[config.mk]
export PLATFORM = sky130hd
export DESIGN_NAME = ext_interrupt_flag_and_response
export DESIGN_NICKNAME = d
export VERILOG_FILES = /design/src/hw/ext_irq_pkg.sv /design/src/hw/ext_interrupt_flag_and_response.sv
export VERILOG_INCLUDE_DIRS = /design/src /design/src/hw
export SDC_FILE = /design/constraint.sdc
export NUM_CORES = 1
export LEC_CHECK = 0
export ABC_AREA = 1
export BUFFER_PORTS_ARGS = -buffer_cell sky130_fd_sc_hd__buf_2
export CORE_ASPECT_RATIO = 2
export CORE_MARGIN = 2
export CORE_UTILIZATION = 45
export DETAILED_ROUTE_END_ITERATION = 16
export GPL_ROUTABILITY_DRIVEN = 0
export HOLD_SLACK_MARGIN = 0.15
export MAX_ROUTING_LAYER = met4
export PLACE_DENSITY_LB_ADDON = 0.12
export SLEW_MARGIN = 10
export SYNTH_ARGS = -nofsm -noshare
export SYNTH_HDL_FRONTEND = slang
export SYNTH_SLANG_ARGS = --single-unit
[constraint.sdc]
create_clock -name clock -period 4.7 [get_ports clock]
set_clock_uncertainty 0.2 [all_clocks]
set_input_delay 0.235 -clock clock [delete_from_list [all_inputs] [get_ports clock]]
set_output_delay 0.235 -clock clock [all_outputs]
set_load 0.01 [all_outputs]
[src/hw/ext_irq_regs.svh]
`ifndef EXT_IRQ_REGS_SVH
`define EXT_IRQ_REGS_SVH
// apb byte offsets
`define OFS_EXT_FLAG     12'h000
`define OFS_WAKE_FLAG    12'h004
`define OFS_FUNC_A       12'h008
`define OFS_FUNC_B       12'h00c
`define OFS_WAKE_FUNC    12'h010
`define OFS_EDGE_POL     12'h014
`define OFS_IRQ_MASK     12'h018
`define OFS_EXC_CTRL     12'h01c
`define OFS_EXC_STATUS   12'h020
`define OFS_STACK        12'h024
// field positions and widths
`define EXT_PINS         5
`define WAKE_PINS        8
`define EXC_START_BIT    0
`define EXC_RETURN_BIT   1
`define EXC_WAIT_LSB     8
// reset values
`define RST_ZERO8        8'h00
`define RST_SP           16'h0100
// state counts per phase
`define ST_SAVE          4'd4
`define ST_VECTOR        4'd2
`define ST_FETCH         4'd4
`define ST_INTERNAL      4'd4
`define ST_WAIT_MIN      4'd1
`define ST_WAIT_MAX      4'd13
`endif

[src/hw/ext_irq_pkg.sv]
package ext_irq_pkg;
    // exception-entry sequencer phases
    typedef enum logic [2:0] {
        ph_idle,
        ph_wait,
        ph_save,
        ph_vector,
        ph_fetch,
        ph_internal,
        ph_handler
    } phase_t;
    // one word-size stack access
    typedef struct packed {
        logic        valid;
        logic        write;
        logic [15:0] addr;
        logic [15:0] data;
    } stack_access_t;
endpackage

[src/hw/ext_interrupt_flag_and_response.sv]
`timescale 1ns/1ps
`include "ext_irq_regs.svh"
// Summary of operation
// - wait 1 to 13 states for instruction end
// - push 4 states, vector fetch 2 states
// - fetch 4, internal 4, then handler
// - word access forces address bit zero
// - all stack transfers are word size
// - save full word, restore even byte
// - function 0 to 1, low, polarity 0 sets
// - function 1 to 0, low, polarity 1 sets
// - wake function 0 to 1, pin low sets
// - clear right after function write ignored
// - wake falling edge sets wake flag
// - wake flag clears only by writing 0
module ext_interrupt_flag_and_response (
    // clock and reset
    input  wire logic                 clock,
    input  wire logic                 rst,
    // apb slave
    input  wire logic                 psel,
    input  wire logic                 penable,
    input  wire logic                 pwrite,
    input  wire logic [11:0]          paddr,
    input  wire logic [31:0]          pwdata,
    output logic      [31:0]          prdata,
    output logic                      pready,
    output logic                      pslverr,
    // external pins, active low requests
    input  wire logic [4:0]           ext_pin_n,
    input  wire logic [7:0]           wake_pin_n,
    // interrupt and exception status
    output logic                      irq,
    output logic                      in_handler,
    output ext_irq_pkg::stack_access_t stack_bus
);
    // pin synchronisers
    logic [4:0]  ext_meta, ext_sync, ext_prev;
    logic [7:0]  wake_meta, wake_sync, wake_prev;
    // software-visible registers
    logic [4:0]  ext_request_flag_reg;         // request flags
    logic [7:0]  wake_request_flag_reg;        // wake flags
    logic [4:0]  pin_function_reg_a;           // pins 1..3 use this
    logic [4:0]  pin_function_reg_b;           // pins 0 and 4 use this
    logic [7:0]  wake_function_reg;            // wake pin enables
    logic [4:0]  edge_polarity_reg;            // 1 = rising edge
    logic [12:0] irq_mask;                     // 1 = enabled
    logic [7:0]  cond_code_reg;                // condition codes
    logic [15:0] stack_ptr;                    // stack pointer
    // sequencer state
    ext_irq_pkg::phase_t phase;
    logic [3:0]  state_cnt;                    // states left in phase
    logic [3:0]  wait_len;                     // programmed wait
    logic        func_guard;                   // last access hit a function reg
    // decoded apb strobes
    logic        wr, rd;
    logic [4:0]  func_eff, next_func_eff;      // per-pin effective function
    logic [4:0]  ext_set;
    logic [7:0]  wake_set;
    logic        hit;

    assign wr      = psel && penable && pwrite;
    assign rd      = psel && penable && !pwrite;
    assign pready  = 1'b1;

    // two-flop synchronisers, then one more stage for edges
    always_ff @(posedge clock or posedge rst) begin
        if (rst) begin
            ext_meta  <= 5'h1f;
            ext_sync  <= 5'h1f;
            ext_prev  <= 5'h1f;
            wake_meta <= 8'hff;
            wake_sync <= 8'hff;
            wake_prev <= 8'hff;
        end else begin
            ext_meta  <= ext_pin_n;
            ext_sync  <= ext_meta;
            ext_prev  <= ext_sync;
            wake_meta <= wake_pin_n;
            wake_sync <= wake_meta;
            wake_prev <= wake_sync;
        end
    end

    // effective function bit per pin, split across two registers
    always_comb begin
        func_eff = {pin_function_reg_b[4], pin_function_reg_a[3:1], pin_function_reg_b[0]};
        next_func_eff = func_eff;
        if (wr && paddr == `OFS_FUNC_A) begin
            next_func_eff[3:1] = pwdata[3:1];
        end
        if (wr && paddr == `OFS_FUNC_B) begin
            next_func_eff[4] = pwdata[4];
            next_func_eff[0] = pwdata[0];
        end
    end

    // set conditions: real edges plus spurious sets on function switch
    always_comb begin
        for (int i = 0; i < `EXT_PINS; i++) begin
            ext_set[i] = func_eff[i] && (edge_polarity_reg[i] ? (!ext_prev[i] && ext_sync[i])
                                                             : (ext_prev[i] && !ext_sync[i]));
            // low pin looks like an edge when the function turns on with falling polarity
            if (!func_eff[i] && next_func_eff[i] && !ext_sync[i] && !edge_polarity_reg[i]) begin
                ext_set[i] = 1'b1;
            end
            // and when it turns off with rising polarity
            if (func_eff[i] && !next_func_eff[i] && !ext_sync[i] && edge_polarity_reg[i]) begin
                ext_set[i] = 1'b1;
            end
        end
        for (int j = 0; j < `WAKE_PINS; j++) begin
            wake_set[j] = wake_function_reg[j] && wake_prev[j] && !wake_sync[j];
            if (wr && paddr == `OFS_WAKE_FUNC && !wake_function_reg[j] && pwdata[j] && !wake_sync[j]) begin
                wake_set[j] = 1'b1;
            end
        end
    end

    // remembers a function-register access for the next access
    always_ff @(posedge clock or posedge rst) begin
        if (rst) begin
            func_guard <= 1'b0;
        end else if (psel && penable) begin
            func_guard <= (paddr == `OFS_FUNC_A || paddr == `OFS_FUNC_B || paddr == `OFS_WAKE_FUNC);
        end
    end

    // flag registers: set wins, write 0 clears, write 1 keeps
    always_ff @(posedge clock or posedge rst) begin
        if (rst) begin
            ext_request_flag_reg  <= 5'h00;
            wake_request_flag_reg <= `RST_ZERO8;
        end else begin
            // a clear straight after a function access is dropped
            if (wr && paddr == `OFS_EXT_FLAG && !func_guard) begin
                ext_request_flag_reg <= (ext_request_flag_reg & pwdata[4:0]) | ext_set;
            end else begin
                ext_request_flag_reg <= ext_request_flag_reg | ext_set;
            end
            if (wr && paddr == `OFS_WAKE_FLAG && !func_guard) begin
                wake_request_flag_reg <= (wake_request_flag_reg & pwdata[7:0]) | wake_set;
            end else begin
                wake_request_flag_reg <= wake_request_flag_reg | wake_set;
            end
        end
    end

    // configuration registers
    always_ff @(posedge clock or posedge rst) begin
        if (rst) begin
            pin_function_reg_a <= 5'h00;
            pin_function_reg_b <= 5'h00;
            wake_function_reg  <= `RST_ZERO8;
            edge_polarity_reg  <= 5'h00;
            irq_mask           <= 13'h0000;
            wait_len           <= `ST_WAIT_MIN;
        end else if (wr) begin
            unique case (paddr)
                `OFS_FUNC_A:    pin_function_reg_a <= pwdata[4:0];
                `OFS_FUNC_B:    pin_function_reg_b <= pwdata[4:0];
                `OFS_WAKE_FUNC: wake_function_reg  <= pwdata[7:0];
                `OFS_EDGE_POL:  edge_polarity_reg  <= pwdata[4:0];
                `OFS_IRQ_MASK:  irq_mask           <= pwdata[12:0];
                `OFS_EXC_CTRL: begin
                    // clamp wait to the legal 1..13 range
                    if (pwdata[11:8] < `ST_WAIT_MIN) begin
                        wait_len <= `ST_WAIT_MIN;
                    end else if (pwdata[11:8] > `ST_WAIT_MAX) begin
                        wait_len <= `ST_WAIT_MAX;
                    end else begin
                        wait_len <= pwdata[11:8];
                    end
                end
                default: ;
            endcase
        end
    end

    // one level interrupt while any enabled flag is set and i bit clear
    assign irq = |({wake_request_flag_reg, ext_request_flag_reg} & irq_mask) && !cond_code_reg[7];
    // exception entry sequencer, one state per clock
    always_ff @(posedge clock or posedge rst) begin
        if (rst) begin
            phase     <= ext_irq_pkg::ph_idle;
            state_cnt <= 4'd0;
        end else begin
            unique case (phase)
                ext_irq_pkg::ph_idle: begin
                    if (irq) begin
                        phase     <= ext_irq_pkg::ph_wait;
                        state_cnt <= wait_len;
                    end
                end
                ext_irq_pkg::ph_wait: begin
                    if (state_cnt == 4'd1) begin
                        phase     <= ext_irq_pkg::ph_save;
                        state_cnt <= `ST_SAVE;
                    end else begin
                        state_cnt <= state_cnt - 4'd1;
                    end
                end
                ext_irq_pkg::ph_save: begin
                    if (state_cnt == 4'd1) begin
                        phase     <= ext_irq_pkg::ph_vector;
                        state_cnt <= `ST_VECTOR;
                    end else begin
                        state_cnt <= state_cnt - 4'd1;
                    end
                end
                ext_irq_pkg::ph_vector: begin
                    if (state_cnt == 4'd1) begin
                        phase     <= ext_irq_pkg::ph_fetch;
                        state_cnt <= `ST_FETCH;
                    end else begin
                        state_cnt <= state_cnt - 4'd1;
                    end
                end
                ext_irq_pkg::ph_fetch: begin
                    if (state_cnt == 4'd1) begin
                        phase     <= ext_irq_pkg::ph_internal;
                        state_cnt <= `ST_INTERNAL;
                    end else begin
                        state_cnt <= state_cnt - 4'd1;
                    end
                end
                ext_irq_pkg::ph_internal: begin
                    if (state_cnt == 4'd1) begin
                        phase <= ext_irq_pkg::ph_handler;
                    end else begin
                        state_cnt <= state_cnt - 4'd1;
                    end
                end
                ext_irq_pkg::ph_handler: begin
                    // leave when software requests the exception return
                    if (wr && paddr == `OFS_EXC_CTRL && pwdata[`EXC_RETURN_BIT]) begin
                        phase <= ext_irq_pkg::ph_idle;
                    end
                end
            endcase
        end
    end
    assign in_handler = (phase == ext_irq_pkg::ph_handler);
    // stack pointer, i bit and word-size stack bus
    always_ff @(posedge clock or posedge rst) begin
        if (rst) begin
            stack_ptr     <= `RST_SP;
            cond_code_reg <= `RST_ZERO8;
            stack_bus     <= '0;
        end else begin
            stack_bus.valid <= 1'b0;
            if (wr && paddr == `OFS_STACK) begin
                stack_ptr <= pwdata[15:0];
            end
            // first save state pushes a full word holding the codes
            if (phase == ext_irq_pkg::ph_save && state_cnt == `ST_SAVE) begin
                stack_bus.valid <= 1'b1;
                stack_bus.write <= 1'b1;
                stack_bus.addr  <= {stack_ptr[15:1] - 15'd1, 1'b0};
                stack_bus.data  <= {cond_code_reg, cond_code_reg};
                stack_ptr       <= {stack_ptr[15:1] - 15'd1, 1'b0};
                cond_code_reg   <= cond_code_reg | 8'h80;
            end
            // return pops one word; the odd byte is dropped
            if (phase == ext_irq_pkg::ph_handler && wr && paddr == `OFS_EXC_CTRL && pwdata[`EXC_RETURN_BIT]) begin
                stack_bus.valid <= 1'b1;
                stack_bus.write <= 1'b0;
                stack_bus.addr  <= {stack_ptr[15:1], 1'b0};
                stack_bus.data  <= {pwdata[31:24], pwdata[23:16]};
                stack_ptr       <= {stack_ptr[15:1] + 15'd1, 1'b0};
                cond_code_reg   <= pwdata[31:24];
            end
        end
    end

    // read mux, unmapped addresses flag an error
    always_comb begin
        prdata  = 32'h00000000;
        hit     = 1'b1;
        unique case (paddr)
            `OFS_EXT_FLAG:   prdata[4:0]  = ext_request_flag_reg;
            `OFS_WAKE_FLAG:  prdata[7:0]  = wake_request_flag_reg;
            `OFS_FUNC_A:     prdata[4:0]  = pin_function_reg_a;
            `OFS_FUNC_B:     prdata[4:0]  = pin_function_reg_b;
            `OFS_WAKE_FUNC:  prdata[7:0]  = wake_function_reg;
            `OFS_EDGE_POL:   prdata[4:0]  = edge_polarity_reg;
            `OFS_IRQ_MASK:   prdata[12:0] = irq_mask;
            `OFS_EXC_CTRL:   prdata[11:8] = wait_len;
            `OFS_EXC_STATUS: prdata[15:0] = {cond_code_reg, 1'b0, phase, state_cnt};
            `OFS_STACK:      prdata[15:0] = stack_ptr;
            default:         hit          = 1'b0;
        endcase
    end
    assign pslverr = psel && penable && !hit;
endmodule

# Word level (Yosys, flattened, before mapping)
# Cells that the tools add are included.
op_classes:
  mul: 0
  n_addsub: 3
  n_div: 0
  bitwise: 7
  n_eq_ne: 25
  n_reduce_logical: 165
  n_mux: 56
  shift: 0
  n_lt_le_gt_ge: 2
op_table:
  columns: ["op", "n"]
  rows:
  - ["$logic_and 1x1->1", 103]
  - ["$mux 34", 2]
  - ["$eq 12x5->1 const B", 4]
  - ["$mux 16", 3]
  - ["$pmux 5 s9", 1]
  - ["$logic_not 1->1", 44]
  - ["$pmux 4 s4", 2]
  - ["$mux 1", 26]
  - ["$eq 12x4->1 const B", 2]
  - ["$eq 12x6->1 const B", 2]
  - ["$mux 3", 8]
  - ["$mux 4", 6]
  - ["$mux 8", 3]
  - ["$pmux 3 s7", 1]
  - ["$or 8x8->8", 2]
  - ["$add 15x1->15 const B", 1]
  - ["$pmux 3 s5", 1]
  - ["$sub 15x1->15 const B", 1]
  - ["$ne 2x2->1 const B", 7]
  - ["$and 13x13->13", 1]
  - ["$reduce_or 13->1", 1]
  - ["$eq 12x3->1 const B", 1]
  - ["$logic_not 12->1", 1]
  - ["$reduce_and 2->1", 6]
  - ["other kinds (24)", 29]
word_totals:
  ram_bits: 0
  latch_bits: 0
  inputBits: 62
  mem_count: 0
  out_inout_bits: 70
  ff_bits: 158
  word_cells: 282
  mem_bits_ro: 0

# Logic depth before layout (Yosys ltp)
# Gate-level depths: netlist of the first run.
depth:
  ltp_word: 11
  depth_mapped: 13
  mapped_depth_nobuf: 13

# Worst setup path after synthesis of the first run
# No wires, ideal clock.
synth_path:
  path_kind: "reg2reg"
  startpoint: "register stack_ptr[1]"
  endpoint: "register stack_ptr[9]"
  arrival_ns: 1.478
  path_stages_with_launch: 12
  path_slack_ns: 2.905
  synth_period_minus_slack_ns: 1.795
  setup_ns: 0.116
  required_ns: 4.384
  path_buffers: 0
  path_cell_list: "dfrtp_1 > inv_1 > ha_1 > nand3_1 > nor2_1 > nand2_1 > nand3_1 > o21ai_0 > nand2_1 > nand2_1 > nand2_1 > nand2_1"
synth_between:
  elab_chain_cells: 3
  word_cells_on_any_way: 4
synth_lines:
  columns: ["element", "line", "rtl"]
  rows:
  - ["start, declared", "ext_interrupt_flag_and_response.sv:49", "logic [15:0] stack_ptr;"]
  - ["start signal, assigned", "ext_interrupt_flag_and_response.sv:247", "stack_ptr <= `RST_SP;"]
  - ["start signal, assigned", "ext_interrupt_flag_and_response.sv:253", "stack_ptr <= pwdata[15:0];"]
  - ["start signal, assigned", "ext_interrupt_flag_and_response.sv:261", "stack_ptr <= {stack_ptr[15:1] - 15'd1, 1'b0};"]
  - ["$sub 15x1->15", "ext_interrupt_flag_and_response.sv:261", null]
  - ["$mux 16", "ext_interrupt_flag_and_response.sv:256", "if (phase == ext_irq_pkg::ph_save && state_cnt == `ST_SAVE) begin"]
  - ["$mux 16 (*)", "ext_interrupt_flag_and_response.sv:265", "if (phase == ext_irq_pkg::ph_handler && wr && paddr == `OFS_EXC_CTRL && pwdata[`EXC_RETURN_BIT]) begin"]
# Mark *: on every way between the ends. The rest lies on a longest branch, timed or not.
# A chain may end at the register's enable or synchronous reset.

# Worst setup path in the final report of the first run
layout_path:
  startpoint: "input penable"
  endpoint: "register stack_ptr[1]"
layout_between:
  elab_chain_cells: 6
  word_cells_on_any_way: 8
layout_lines:
  columns: ["element", "line", "rtl"]
  rows:
  - ["start, declared", "ext_interrupt_flag_and_response.sv:22", "input wire logic penable,"]
  - ["$logic_and 1x1->1 (*) (2 in a row)", "ext_interrupt_flag_and_response.sv:62", "assign wr = psel && penable && pwrite;"]
  - ["$logic_and 1x1->1", "ext_interrupt_flag_and_response.sv:265", null]
  - ["$logic_and 1x1->1 (no line)", null, null]
  - ["$logic_and 1x1->1", "ext_interrupt_flag_and_response.sv:265", null]
  - ["$reduce_bool 3->1 (no line) or $mux 16 (tied branches)", null, null]
  - ["end signal, assigned", "ext_interrupt_flag_and_response.sv:253", null]
  - ["end signal, assigned", "ext_interrupt_flag_and_response.sv:261", null]
  - ["end signal, assigned", "ext_interrupt_flag_and_response.sv:270", "stack_ptr <= {stack_ptr[15:1] + 15'd1, 1'b0};"]
# Marked as above.

==> results of run 1 <==
-- routing by layer --
| metal | track usage (%) | vias up | routed length, um |
|---|---|---|---|
| met5 | - | - | 0 |
| met3 | 3.65 | 72 | 955 |
| met1 | 27.0 | 3541 | 9020 |
| met4 | 15.9 | 0 | 1470 |
| li1 | - | 3708 | - |
| met2 | 48.3 | 269 | 13400 |
-- cell families (layout without fill, tap and decap cells) --
logic type / Yosys count / in the layout / share of synthesized area, %
xor+xnor: 12 / 12 / 1.28
compound gates: 156 / 156 / 10.8
simple gates: 563 / 563 / 29.7
flops: 157 / 157 / 48.3
other cells: 2 / 18 / 0.0912
fa+ha+maj: 5 / 5 / 0.760
buf+inv: 160 / 311 / 9.10
-- where the power goes --
group | internal [W] | switching, W
registers | 0.00156 | 0.000194
logic | 0.000408 | 0.000718
clock network | 0.000835 | 0.000559
total | 0.00281 | 0.00147
-- metrics by stage --
stage	cell area [um^2]	setup slack [ps]	instances	utilization [%]	total power (W)
3_5_place_dp	8840	1880	1356	48.8	0.00287
5_1_grt	9940	1330	1438	54.8	0.00454
2_1_floorplan	8300	98.0	1071	-	0.00251
6_report	9940	1570	1438	54.8	0.00428
4_1_cts	9940	1540	1438	54.8	0.00431
3_3_place_gp	8840	1920	1356	48.8	0.00286
-- worst reg2reg max path: stages (launching register included) --
cell	delay, ps
dfrtp_1	490
nand2_2	120
nor2_4	180
inv_2	110
nor2_4	110
nand4_4	460
nand2_2	310
inv_2	290
nor2_1	210
a21oi_2	40
-- area by class of cell --
cell class | count | area (um^2) | share of cell area [%]
inverters | 113 | 434 | 4.37
repair buffers | 166 | 1090 | 11.0
flip-flops and latches | 157 | 3980 | 40.0
clock inverters | 8 | 76.3 | 0.768
well taps | 216 | 270 | 2.72
clock buffers | 24 | 524 | 5.27
multi-input cells | 754 | 3570 | 35.9
-- what timing repair did --
item | 4_1_cts | 5_1_grt
setup endpoints to repair | 0 | 0
endpoints found under the hold margin | 152 | 0
hold buffers | 50 | 0
setup buffers | 0 | 0
-- worst max path at each step --
stage,slack (ps),endpoint,start,cells past startpoint
floorplan,100,cond_code_reg[0],rst,1
CTS,1540,stack_ptr[1],penable,12
detailed placement,1880,stack_ptr[1],paddr[11],9
finish,1570,stack_ptr[1],penable,12
global placement,1920,stack_ptr[1],paddr[11],9
global route,1330,stack_bus[20],penable,12
-- cells in the final DEF, fill, tap and decap left out, types with 12 or more instances in the layout --
cell / n
a21oi_1: 12
buf_2: 113
clkbuf_16: 19
conb_1: 18
dfrtp_1: 116
dfstp_2: 41
dlygate4sd3_1: 50
inv_1: 108
nand2_1: 325
nand3_1: 111
nand4_1: 17
nor2_1: 77
o211ai_1: 15
o21ai_0: 91
o22ai_1: 14
==> metrics.md, run 1 <==
| Metric | Value |
|---|---|
| Largest net degree at the start of global routing | `79` |
| CTS tree | `yes` |
| Final Cycle Share | `approximately 67%` |
| CP peak stage delay | `around 540 ps` |
| Kind of critical path | `primary input to flop` |
| Area of the core | `approximately 0.018 mm^2` |
| Final layout net count | `1276` |
| Synth cell count leaders | `325 x nand2_1, 116 x dfrtp_1, 111 x nand3_1` |
| Rel. slew slack | `about 50%` |
| DR WL/cell | `17.3 um` |
| Via count | `7590` |
| Tmin final | `3130 ps` |
| Ys flop type | `dfrtp_1` |
| Bufs and invs on worst path | `5` |
| RSZ-0062 raised after global routing | `false` |
| Crit-path max FO | `36` |
| R2R Path End | `stack_ptr[1]` |
| Final hold slack | `155 ps` |
| First-pass GRT wire length | `38700 um` |
| Worst setup SP type | `primary input` |
| Yosys reg bits | `157` |
| Clock-pin slew on the worst setup and hold paths | `around 60 ps` |
| Vias in the first global route | `7486` |
| Final TNS setup | `0 ps` |
| Hold depth | `0` |
| Max reg flops | `33` |
| Antenna violations before repair | `0` |
| Hold Crit Start | `ext_meta[0]` |
| DR DRC count | `0` |
| Buffer depth of the longest clock path | `2` |
| Top reg by flops | `stack_bus` |
| GRT overflow | `0` |
| Power Density | `430 mW/mm^2` |
| DP HPWL | `between 15000 and 20000 um` |
| Number of max-cap violations | `0` |
| Port bufs | `113` |
| HP Class | `flop to flop` |
| Die Wd | `~100 um` |
| H-tree Lvls | `4` |
| Clk_lat worst skew | `430 ps` |
| Clock sinks | `157` |
| Initial drt markers | `305` |
| Share of layout cells above drive strength 1 | `roughly 18%` |
| Hold EP | `ext_sync[0]` |
| Area growth syn-to-layout | `20.7%` |
| Vias/cell | `5.28` |
| R2r startpoint | `phase[2]` |
| YS warnings | `0` |
| Max VDD drop | `between 0.2 and 0.3 mV` |
| Synth cell types | `42` |
| Crit-path cells | `dlygate4sd3_1 > buf_2 > nand2_1 > dlygate4sd3_1 > inv_1 > nand2_2 > nor2_4 > nand4_4 > nand2_2 > inv_2 > nor2_1 > a21oi_2` |
| WP data arrival | `3220 ps` |
| Wirelength, routed | `24900 um` |
| Largest cells by area after synthesis | `dfrtp_1 35%, nand2_1 15%, dfstp_2 13%` |
| Post-CTS Resized | `0` |
| Ant diodes | `0` |
| Biggest regs | `stack_bus (33), stack_ptr (16), irq_mask (13)` |
| Cell Rows | `70` |
| Worst Reg-to-Reg Cells | `9` |
| Die Y | `195 um` |
| I/O Pins | `between 100 and 150` |
| Worst-margin pin slew | `741 ps` |
| Seq/Total Area, Yosys | `48.3%` |
| Post-synth ARST share | `between 90% and 100%` |
| Worst setup EP type | `flop` |
| Synth top area share | `35.2%` |
| Peak Freq | `319 MHz` |
| Mapped Cells | `1055` |
| GRT Overall Usage | `26.8%` |
| Top delay family on crit path | `buffers and inverters` |
| Routed Antenna Nets | `0` |
| Synth Cell Area | `0.00824 mm^2` |
| Root buf cell | `clkbuf_16` |
| Initial core utilization | `45.4%` |
| Die area | `0.0195 mm^2` |
| Synthesized area per cell | `7.81 um^2` |
| Fin. Hold Viols | `0` |
| Status | `finished clean` |
| FF-to-FF setup slack | `2050 ps` |
| Dominant cell type by area after synthesis | `dfrtp_1` |
| DRT Pass-1 Iters | `6` |
| Worst endpoint required time | `4790 ps` |
| Final setup fails | `0` |
| Filler cells | `roughly 1800` |
| Static leakage | `a little under 5 nW` |
| CTS Buf Count | `17` |
| Max Slew Vio Count | `0` |
| Top-count cell post-synth | `nand2_1` |
| Post-synth EDFFs | `0` |
| Crit path max-delay cell type | `dlygate4sd3_1` |
No activity file was read; power rests on OpenSTA's default activity.
==> inputs of run 2 (changes only) <==
Clock period 4.7 ns to 2.9 ns, I/O delays scaled along.
==> metrics.md, run 2 (same netlist as run 1, synthesis figures left out) <==
| Metric | Value |
|---|---|
| Area growth syn-to-layout | `23.2%` |
| Fin. Hold Viols | `0 (unchanged)` |
| Wirelength, routed | `24500 um (-1.5%)` |
| WP data arrival | `2840 ps (-380 ps)` |
| Worst setup SP type | `primary input` |
| Seq pwr share | `39.9% (-1.2 points)` |
| Initial core utilization | `45.4% (unchanged)` |
| Routed Antenna Nets | `0 (unchanged)` |
| Power Density | `699 mW/mm^2 (+63%)` |
| Kind of critical path | `primary input to flop` |
| Static leakage | `4.88 nW (+1.6%)` |
| Root buf cell | `clkbuf_16` |
| Die Y | `195 um (unchanged)` |
| Clk_lat worst skew | `420 ps (about the same)` |
| Vias in the first global route | `7654 (+2.2%)` |
| Antenna violations before repair | `0 (unchanged)` |
| Final layout net count | `1295 (+1.5%)` |
| Clock sinks | `157 (unchanged)` |
| Largest net degree at the start of global routing | `158 (+100%)` |
| Top reg by flops | `stack_bus` |
| Tot Pwr | `0.00710 W (+66%)` |
| Final Worst Setup Slack | `155 ps (-1410 ps)` |
| H-tree Lvls | `4 (unchanged)` |
| Die area | `0.0195 mm^2 (unchanged)` |
| Comb power frac | `26.1% (-0.2 points)` |
| Clock share of power | `33.9% (+1.3 points)` |
| Max VDD drop | `0.441 mV (+51%)` |
| Port bufs | `113 (unchanged)` |
| DR WL/cell | `16.8 um (-2.8%)` |
| DP HPWL | `18500 um (-0.22%)` |
| Cell Rows | `70 (unchanged)` |
| Clock-pin slew on the worst setup and hold paths | `60 ps (about the same)` |
| Worst Reg-to-Reg Cells | `9 (unchanged)` |
| R2r startpoint | `phase[2]` |
| CP endpoint | `wake_request_flag_reg[5]` |
| Area of the core | `0.0181 mm^2 (unchanged)` |
| Die Wd | `99.7 um (unchanged)` |
| Internal Power | `0.00470 W (+67%)` |
| Number of max-cap violations | `0 (unchanged)` |
| Worst setup EP type | `flop` |
| Rel. slew slack | `40.8% (-9.4 points)` |
| Worst-margin pin slew | `888 ps (+146 ps)` |
| CP Launch Point | `penable` |
| Worst endpoint required time | `3000 ps (-1790 ps)` |
| FF-to-FF setup slack | `620 ps (-1430 ps)` |
| Status | `finished clean` |
| Biggest regs | `stack_bus (33), stack_ptr (16), irq_mask (13)` |
| Peak Freq | `around 360 MHz` |
| Vias/cell | `5.22 (-1.1%)` |
| Post-Place Setup Slack | `465 ps (-1420 ps)` |
| GRT overflow | `0 (unchanged)` |
| Buffer depth of the longest clock path | `2 (unchanged)` |
| DR DRC count | `0 (unchanged)` |
| Sw Pwr | `0.00240 W (+63%)` |
| CTS Buf Count | `17 (unchanged)` |
| Sw frac | `33.8% (-0.57 points)` |
| HP Class | `flop to flop` |
| Filler cells | `1735 (-0.86%)` |
| Final Cycle Share | `94.6%` |
| DRT Pass-1 Iters | `5 (-1)` |
| Share of layout cells above drive strength 1 | `18.5% (+0.78 points)` |
| Max reg flops | `33 (unchanged)` |
| RSZ-0062 raised after global routing | `false` |
| GRT Overall Usage | `26.6% (-0.20 points)` |
| I/O Pins | `132 (unchanged)` |
| Placed Cells | `1365 (+0.66%)` |
| Final setup fails | `0 (unchanged)` |
| R2R Path End | `stack_ptr[1]` |
| First-pass GRT wire length | `38900 um (+0.41%)` |
| Max Slew Vio Count | `0 (unchanged)` |
| Commonest cells after routing, fill and taps aside | `325 x nand2_1, 116 x dfrtp_1, 113 x buf_2` |
| Non-Filler Instances | `1457 (+1.3%)` |
| Tmin final | `2740 ps` |
| CTS tree | `yes` |
| Ant diodes | `0 (unchanged)` |
| Final TNS setup | `0 ps (unchanged)` |
| Crit-path max FO | `8 (-78%)` |
| Most common cell after layout, fill and taps aside | `nand2_1` |
| Via count | `7606 (+0.21%)` |
| Cell Area, Placed | `0.00892 mm^2 (+0.89%)` |
| Initial drt markers | `360 (+18%)` |
| Fin area | `0.0101 mm^2 (+2.1%)` |
[run 2: cell types whose count changed in the layout (fill, tap and decap cells not counted), moves of 3 or more]
cell | previous run | this run
buf_4 | 3 | 14
dlygate4sd3_1 | 50 | 57
bufinv_16 | 1 | 4
clkinvlp_4 | 1 | 4
[run 2: how the worst min path moves through the flow]
stage | slack, ps | depth (start not counted) | endpoint | start
6_report | 150 | 0 | wake_sync[7] | wake_meta[7]
5_1_grt | 150 | 2 | wake_meta[3] | wake_pin_n[3]
4_1_cts | 150 | 2 | wake_meta[3] | wake_pin_n[3]
3_5_place_dp | 50 | 1 | ext_meta[1] | ext_pin_n[1]
3_3_place_gp | 50 | 1 | wake_meta[4] | wake_pin_n[4]
2_1_floorplan | -50 | 0 | ext_meta[0] | ext_pin_n[0]
[run 2: metal layers]
layer,wire [um],track usage (%)
met2,13000,47.5
met3,798,3.51
met5,0,-
met1,8950,26.7
met4,1730,17.1
[run 2: area by class of cell]
class | count | area, um^2 | share of cell area [%]
tap | 216 | 270 | 2.66
clock inverter | 12 | 186 | 1.84
multi-input combinational | 754 | 3570 | 35.1
clock buffer | 20 | 447 | 4.40
timing repair buffer | 185 | 1260 | 12.4
sequential | 157 | 3980 | 39.2
inverter | 113 | 437 | 4.30
[run 2: power by group through the flow]
stage	Combinational, W	Sequential [W]	Clock (W)
floorplan	0.00124	0.00284	0
global placement	0.00177	0.00286	0
detailed placement	0.00180	0.00287	0
CTS	0.00186	0.00283	0.00244
global route	0.00212	0.00288	0.00252
finish	0.00185	0.00283	0.00241
[run 2: what timing repair did]
| item | 4_1_cts | 5_1_grt |
|---|---|---|
| hold buffers | 57 | 0 |
| endpoints found under the setup margin | 0 | 9 |
| setup buffers | 0 | 3 |
| hold endpoints to repair | 227 | 0 |
| gates resized for setup | 0 | 1 |
[run 2: per-stage QoR]
stage          util [%]  hold slack, ps
2_1_floorplan         -           -50.5
3_3_place_gp       49.2            49.4
3_5_place_dp       49.2            51.2
4_1_cts            55.8             150
5_1_grt            56.0             153
6_report           56.0             153
[run 2: worst max-delay path, stage by stage]
cell and delay [ps]:
dlygate4sd3_1 530, buf_2 100, nand2_1 30, dlygate4sd3_1 540, inv_1 150, nand2_2 200
clkinv_1 170, buf_4 170, nand3b_1 410, o21ai_0 310, nand2_1 80
